[src/rsq_pkg.sv]
// package: constants and types of the reset sequencer
// How it works
// - releasing external reset starts the clock, then a timer stabilization wait runs
// - every completed reset sequence starts execution at program address zero
// - power-on reset follows exactly the external reset sequence, wait included
// - stack overflow/underflow reset skips the wait, sets initial state, restarts at zero
// - the stabilization wait lasts 256 times 256 system clocks
// - power-on reset initializes regardless of oscillator or software state
// - internal reset is held while the power-on detector reports low supply
// - oscillator is kept stopped while power-on reset is asserted
// - after power-on reset ends, the timer counts to the fixed value before running
// - supply drop reset acts only while software holds its enable flag set
// - enabled supply drop detection asserts internal reset and initializes state
// - oscillator is kept stopped while supply drop reset is asserted
// - after supply recovery the wait runs, then execution resumes from address zero
// - hard resets load stack pointer 5H, sample interrupt pin, keep the supply drop enable flag
package rsq_pkg;
  localparam int        WAIT_BASE       = 256;
  localparam int        WAIT_CYCLES     = WAIT_BASE * WAIT_BASE;
  localparam int        CNT_W           = 17;
  localparam logic [3:0] SP_RESET_VALUE = 4'h5;
  localparam logic [9:0] START_ADDR     = 10'h000;

  typedef enum logic [1:0] {
    RSQ_HOLD = 2'b00,
    RSQ_WAIT = 2'b01,
    RSQ_INIT = 2'b10,
    RSQ_RUN  = 2'b11
  } rsq_state_t;
endpackage : rsq_pkg

[src/rsq_reset_sequencer.sv]
// reset sequencer: merges reset sources, gates oscillator, runs the stabilization wait
`timescale 1ns/100ps
module rsq_reset_sequencer (
  input  wire logic        clk,
  input  wire logic        rst_n,
  input  wire logic        ext_reset_n,
  input  wire logic        por_low,
  input  wire logic        supply_drop,
  input  wire logic        stack_fault,
  input  wire logic        int_pin,
  input  wire logic        enable_wr,
  input  wire logic        enable_wdata,
  output logic             osc_enable,
  output logic             cpu_reset,
  output logic             cpu_run,
  output logic [9:0]       pc_start,
  output logic [3:0]       stack_pointer_reg,
  output logic             int_flag,
  output logic             supply_drop_reset_enable,
  output logic             in_wait
);
  typedef struct packed {
    rsq_pkg::rsq_state_t state;
    logic                osc_en;
    logic                cpu_rst;
    logic                run;
    logic [9:0]          pc;
    logic [3:0]          sp;
    logic                intf;
    logic                pdr_en;
    logic                waiting;
  } rsq_st_t;

  rsq_st_t st_reg;
  rsq_st_t st_next;
  logic    hard_rst;
  logic    tmr_done;
  logic    tmr_clear;
  logic    tmr_en;

  ////////////////////////////////////////////////////////////////////////////
  // reset sources; por and supply drop act with no oscillator dependence
  always_comb begin
    hard_rst = !ext_reset_n || por_low || (st_reg.pdr_en && supply_drop);
  end

  always_comb begin
    tmr_clear = hard_rst;
    tmr_en    = (st_reg.state == rsq_pkg::RSQ_WAIT) && !hard_rst;
  end

  rsq_wait_timer u_timer (
    .clk      (clk),
    .rst_n    (rst_n),
    .clear    (tmr_clear),
    .count_en (tmr_en),
    .done     (tmr_done)
  );

  ////////////////////////////////////////////////////////////////////////////
  always_comb begin
    st_next = st_reg;
    if (enable_wr && st_reg.run) begin
      st_next.pdr_en = enable_wdata;
    end
    if (hard_rst) begin
      st_next.state   = rsq_pkg::RSQ_HOLD;
      st_next.osc_en  = 1'b0;
      st_next.cpu_rst = 1'b1;
      st_next.run     = 1'b0;
      st_next.pc      = rsq_pkg::START_ADDR;
      st_next.sp      = rsq_pkg::SP_RESET_VALUE;
      st_next.intf    = int_pin;
      // the drop detector's own enable survives so a lasting drop keeps holding reset
      st_next.pdr_en  = st_reg.pdr_en;
    end else begin
      case (st_reg.state)
        rsq_pkg::RSQ_HOLD: begin
          st_next.state  = rsq_pkg::RSQ_WAIT;
          st_next.osc_en = 1'b1;
        end
        rsq_pkg::RSQ_WAIT: begin
          if (tmr_done) begin
            st_next.state   = rsq_pkg::RSQ_RUN;
            st_next.cpu_rst = 1'b0;
            st_next.run     = 1'b1;
            st_next.pc      = rsq_pkg::START_ADDR;
          end
        end
        rsq_pkg::RSQ_INIT: begin
          st_next.state   = rsq_pkg::RSQ_RUN;
          st_next.cpu_rst = 1'b0;
          st_next.run     = 1'b1;
        end
        rsq_pkg::RSQ_RUN: begin
          if (stack_fault) begin
            st_next.state   = rsq_pkg::RSQ_INIT;
            st_next.cpu_rst = 1'b1;
            st_next.run     = 1'b0;
            st_next.pc      = rsq_pkg::START_ADDR;
            st_next.sp      = rsq_pkg::SP_RESET_VALUE;
            st_next.intf    = int_pin;
            st_next.pdr_en  = 1'b0;
          end
        end
        default: begin
          st_next.state = rsq_pkg::RSQ_HOLD;
        end
      endcase
    end
    // wait flag kept in a flop so the output carries no decode glitch
    st_next.waiting = (st_next.state == rsq_pkg::RSQ_WAIT);
  end

  always_ff @(posedge clk) begin
    if (!rst_n) begin
      st_reg.state   <= rsq_pkg::RSQ_HOLD;
      st_reg.osc_en  <= 1'b0;
      st_reg.cpu_rst <= 1'b1;
      st_reg.run     <= 1'b0;
      st_reg.pc      <= rsq_pkg::START_ADDR;
      st_reg.sp      <= rsq_pkg::SP_RESET_VALUE;
      st_reg.intf    <= 1'b0;
      st_reg.pdr_en  <= 1'b0;
      st_reg.waiting <= 1'b0;
    end else begin
      st_reg <= st_next;
    end
  end

  assign osc_enable               = st_reg.osc_en;
  assign cpu_reset                = st_reg.cpu_rst;
  assign cpu_run                  = st_reg.run;
  assign pc_start                 = st_reg.pc;
  assign stack_pointer_reg        = st_reg.sp;
  assign int_flag                 = st_reg.intf;
  assign supply_drop_reset_enable = st_reg.pdr_en;
  assign in_wait                  = st_reg.waiting;

  ////////////////////////////////////////////////////////////////////////////
  AST_EXT_OSC_OFF: assert property (@(posedge clk) disable iff (!rst_n)
    !ext_reset_n |=> !osc_enable && cpu_reset)
    else $error("external reset did not stop the core");
  AST_POR_HOLD: assert property (@(posedge clk) disable iff (!rst_n)
    por_low |=> cpu_reset && !cpu_run)
    else $error("por did not hold reset");
  AST_POR_OSC: assert property (@(posedge clk) disable iff (!rst_n)
    por_low |=> !osc_enable)
    else $error("oscillator ran during por");
  AST_PDR_OSC: assert property (@(posedge clk) disable iff (!rst_n)
    (supply_drop && supply_drop_reset_enable) |=> !osc_enable && cpu_reset)
    else $error("supply drop reset missed");
  AST_PDR_DISABLED: assert property (@(posedge clk) disable iff (!rst_n)
    (cpu_run && ext_reset_n && !por_low && !supply_drop_reset_enable && !stack_fault) |=> cpu_run)
    else $error("disabled drop detector reset the core");
  AST_RELEASE_WAIT: assert property (@(posedge clk) disable iff (!rst_n)
    ($fell(hard_rst) && st_reg.state == rsq_pkg::RSQ_HOLD) |=> osc_enable && in_wait ##1 !cpu_run [*8])
    else $error("release did not start the wait");
  AST_STACK_SKIP: assert property (@(posedge clk) disable iff (!rst_n)
    (st_reg.state == rsq_pkg::RSQ_RUN && stack_fault && !hard_rst) |=> cpu_reset ##1 (cpu_run || $past(hard_rst)))
    else $error("stack reset did not skip the wait");
  AST_PC_ZERO: assert property (@(posedge clk) disable iff (!rst_n)
    $rose(cpu_run) |-> pc_start == rsq_pkg::START_ADDR)
    else $error("run began away from address zero");
  AST_SP_INIT: assert property (@(posedge clk) disable iff (!rst_n)
    hard_rst |=> stack_pointer_reg == rsq_pkg::SP_RESET_VALUE && int_flag == $past(int_pin))
    else $error("initial state not loaded");
  AST_WAIT_HELD: assert property (@(posedge clk) disable iff (!rst_n)
    in_wait |-> osc_enable && cpu_reset && !cpu_run)
    else $error("core left reset during the wait");
  AST_RUN_CLEAN: assert property (@(posedge clk) disable iff (!rst_n)
    cpu_run |-> osc_enable && !cpu_reset && !in_wait)
    else $error("core ran while held or waiting");
  AST_STACK_CLEARS_EN: assert property (@(posedge clk) disable iff (!rst_n)
    (st_reg.state == rsq_pkg::RSQ_RUN && stack_fault && !hard_rst) |=> !supply_drop_reset_enable)
    else $error("stack reset kept the drop enable");
  AST_EN_WRITE: assert property (@(posedge clk) disable iff (!rst_n)
    (enable_wr && cpu_run && !hard_rst && !stack_fault) |=> supply_drop_reset_enable == $past(enable_wdata))
    else $error("drop enable write lost");
  AST_EN_REFUSED: assert property (@(posedge clk) disable iff (!rst_n)
    (enable_wr && !cpu_run) |=> supply_drop_reset_enable == $past(supply_drop_reset_enable))
    else $error("drop enable written outside run");
  AST_EN_KEPT_HARD: assert property (@(posedge clk) disable iff (!rst_n)
    hard_rst |=> supply_drop_reset_enable == $past(supply_drop_reset_enable))
    else $error("hard reset changed the drop enable");

  COV_FULL_WAIT: cover property (@(posedge clk) disable iff (!rst_n) in_wait ##1 $rose(cpu_run));
  COV_STACK: cover property (@(posedge clk) disable iff (!rst_n) stack_fault && cpu_run);
  COV_PDR: cover property (@(posedge clk) disable iff (!rst_n) supply_drop && supply_drop_reset_enable);
  COV_RESTART: cover property (@(posedge clk) disable iff (!rst_n) in_wait ##1 hard_rst);
endmodule : rsq_reset_sequencer

[src/rsq_wait_timer.sv]
// stabilization wait timer: counts system clocks while enabled
`timescale 1ns/100ps
module rsq_wait_timer (
  input  wire logic clk,
  input  wire logic rst_n,
  input  wire logic clear,
  input  wire logic count_en,
  output logic      done
);
  typedef struct packed {
    logic [rsq_pkg::CNT_W-1:0] cnt;
    logic                      done;
  } rsq_tmr_t;

  rsq_tmr_t st_reg;
  rsq_tmr_t st_next;

  always_comb begin
    st_next = st_reg;
    if (clear) begin
      st_next = '0;
    end else if (count_en && !st_reg.done) begin
      st_next.cnt  = st_reg.cnt + 17'h00001;
      st_next.done = (st_reg.cnt == 17'(rsq_pkg::WAIT_CYCLES - 1));
    end
  end

  always_ff @(posedge clk) begin
    if (!rst_n) begin
      st_reg <= '0;
    end else begin
      st_reg <= st_next;
    end
  end

  assign done = st_reg.done;

  AST_DONE_AFTER_FULL: assert property (@(posedge clk) disable iff (!rst_n)
    $rose(done) |-> st_reg.cnt == 17'(rsq_pkg::WAIT_CYCLES))
    else $error("wait ended at wrong count");
  AST_CLEAR_ZERO: assert property (@(posedge clk) disable iff (!rst_n)
    clear |=> (st_reg.cnt == 17'h00000 && !done))
    else $error("clear did not zero the timer");
endmodule : rsq_wait_timer

[config.mk]
export PLATFORM = sky130hd
export DESIGN_NAME = rsq_reset_sequencer
export DESIGN_NICKNAME = d
export VERILOG_FILES = /design/src/rsq_pkg.sv /design/src/rsq_reset_sequencer.sv /design/src/rsq_wait_timer.sv
export SDC_FILE = /design/constraint.sdc
export NUM_CORES = 1
export LEC_CHECK = 0
export ABC_AREA = 0
export BUFFER_PORTS_ARGS = -buffer_cell sky130_fd_sc_hd__buf_2
export CORE_ASPECT_RATIO = 0.8
export CORE_MARGIN = 10
export CORE_UTILIZATION = 45
export CTS_CLUSTER_DIAMETER = 150
export DETAILED_ROUTE_END_ITERATION = 16
export PLACE_DENSITY = 0.71
export SYNTH_ARGS = -nofsm -noshare
export SYNTH_HDL_FRONTEND = slang
export SYNTH_SLANG_ARGS = --single-unit
[constraint.sdc]
create_clock -name clk -period 1.7 [get_ports clk]
set_clock_uncertainty 0.1 [all_clocks]
set_input_delay 0.17 -clock clk [delete_from_list [all_inputs] [get_ports clk]]
set_output_delay 0.17 -clock clk [all_outputs]
set_load 0.02 [all_outputs]
==> out/metrics.cfg <==
[floorplan]
die_w_um = 79.5
die_y_um = 67.6
pin_count = 29
core_um2 = 2740
die_area_um2 = 5380
rows = 17
initial_core_util_pct = 46.5

[synthesis]
synth_cell_types = 30
synth_flop_cell = dfxtp_1
seq_area_frac_synth_pct = 40.8
synth_edf_count = 0
ys_warn_count = 0
avgSynthCellArea_um2 = 8.57
ys_ff_latch = 26
netlist_area_um2 = 1280
ys_async_sr_fraction_pct = 0
synthCells = 149

[cts]
clk-insertion-delay-late_ns = 0.33
cts_made_buffers = 3
cts_tree = done
root_buffer = clkbuf_4
cts.sinks = 26
cts_max_path_buffers = 2
cts_max_level = 1
clkTransAtPathRegs_ns = 0.14

[place]
hpwl_mm = 2.13
globalplace.congestion = 0.782
numPortBuffers = 14

[layout]
drive_gt1_share_pct = 31.7
final_nets = 192
largest_reg_flops = 17
syn2layout_area_growth_pct = 23.7
antennaDiodeCount = 0
post-route-util_pct = 57.5

[sta]
period_share_pct = 97.5
setup_viol = 0
hold_ws_ns = 0.0457
min_period_ns = 1.66
slew_viol_final = 0
rsz0062_at_grt = yes
timing.fmax_mhz = 603
hold_violations = 0

[worst_hold_path]
min_from = stack_fault
min_path_type = in -> reg

[worst_setup_path]
required_ns = 1.86
cp.arrival_ns = 1.82
timing.rr.start = u_timer.st_reg[1]
endpoint_kind = flip-flop
worst_setup_path_start_kind = flip-flop
worstPathMaxFanout = 2
startpoint = u_timer.st_reg[1]
crit_type = reg -> reg

[pwr]
leakage_nw = 0.623
ir_worst_vdd_uv = 458
powerDensity_nw_per_um2 = 645

[global_routing]
grt_pass1_vias = 1076
grt_max_degree = 19
grt_usage_pct = 10.3
grt_first_pass_wirelength_mm = 4.56
gr-total-overflow = 0
antenna_found_initial = 0

[routing]
vias_per_cell = 4.97
wirelength_mm = 2.83
vias = 1083
dr.pass1.iters = 5
initialDrtViolationCount = 41
drc = 0
avgRoutedWirePerCell_um = 13.0
antenna_left = 0

[status]
status = finished clean

[job]
drv_cap = 0

-- cell type report --
cell class                 count  area [µm²]
clock buffer                   4        36.3
fill                         240        1160
inverter                       2        7.51
multi-input combinational    113         723
sequential                    26         532
tap                           38        47.5
timing repair buffer          35         233
-- metrics by stage --
step	area, µm²	power, W	worst slack (ns)	setup TNS, ns	cells
4_1_cts	1510	0.00103	0.0107	0	216
2_1_floorplan	1320	0.000708	0.0134	0	161
5_1_grt	1580	0.00106	-0.0413	-0.0413	218
3_5_place_dp	1440	0.000710	0.0105	0	210
6_report	1580	0.00102	0.0429	0	218
3_3_place_gp	1440	0.000708	0.0660	0	210
-- layer usage --
metal,GRT usage [%],wire (µm),vias up
met3,4.64,256,3
met5,0,0,-
met4,1.56,11,0
li1,-,-,551
met2,19.6,1410,30
met1,10.3,1150,499
-- path summary, 6_finish.rpt --
| check | endpoint | slack (ns) | depth (start not counted) |
|---|---|---|---|
| setup / recovery | u_timer.st_reg[17] | 0.04 | 6 |
| hold / removal | cpu_reset | 0.05 | 3 |
| setup reg to reg | u_timer.st_reg[17] | 0.04 | 6 |
| hold reg to reg | u_timer.st_reg[12] | 0.40 | 2 |
-- cell families after synthesis --
| family | share of synthesized area (%) |
|---|---|
| and+or+nand+nor | 27.5 |
| other | 0.588 |
| buffers and inverters | 10.7 |
| xor gates and xnor gates | 5.49 |
| muxes | 2.35 |
| adders and majority gates | 1.96 |
| AOI/OAI and AO/OA | 10.7 |
| DFF | 40.8 |
-- report_power, final --
part	switching [W]	internal (W)	total, W	leakage, nW
logic	0.0000601	0.0000270	0.0000871	0.388
clock network	0.000184	0.000131	0.000315	0.0210
registers	0.00000251	0.000613	0.000615	0.214
total	0.000247	0.000771	0.00102	0.623
-- critical path: stages (launching register included) --
cell	delay, ns
dfxtp_2	0.39
ha_4	0.13
and3_4	0.17
and4_1	0.22
and3_4	0.20
ha_4	0.19
a211oi_2	0.19
-- Yosys cell counts (all sizes together), types with 3 or more instances --
cell type	count	area, µm²
dfxtp	26	521
nor2	17	63.8
buf	15	110
a21oi	11	55.1
nand4	9	62.6
nand2	8	30.0
nand3	7	35.0
xor2	7	61.3
and3	5	31.3
clkbuf	5	18.8
nor2b	4	25.0
o21ai	4	20.0
and2	3	18.8
mux2i	3	30.0
o31ai	3	22.5
or3	3	18.8
or4	3	22.5
-- layout by cell type, fill, tap and decap left out, types with 2 or more instances in the layout --
cell and n:
nor2_1 17, xor2_1 7, and3_1 2, and3_4 2, dfxtp_1 19, and2_1 3
buf_2 14, dlygate4sd3_1 2, o21ai_0 4, buf_4 19, nand4_1 8, or3_1 3
mux2i_1 3, or4_1 2, dfxtp_2 6, conb_1 14, nor2b_1 4, a21boi_0 2
inv_1 2, clkbuf_4 3, o31ai_1 3, nand3_1 7, nand2_1 8, ha_4 2
a21oi_1 10
-- timing repair --
action | CTS | global route
hold endpoints to repair | 1 | 0
endpoints found under the setup margin | 1 | 3
setup buffers | 0 | 2
hold buffers | 2 | 0
pin swaps | 0 | 7
gates resized for setup | 4 | 15
cloned | 0 | 0
No activity file was read; power rests on OpenSTA's default activity.
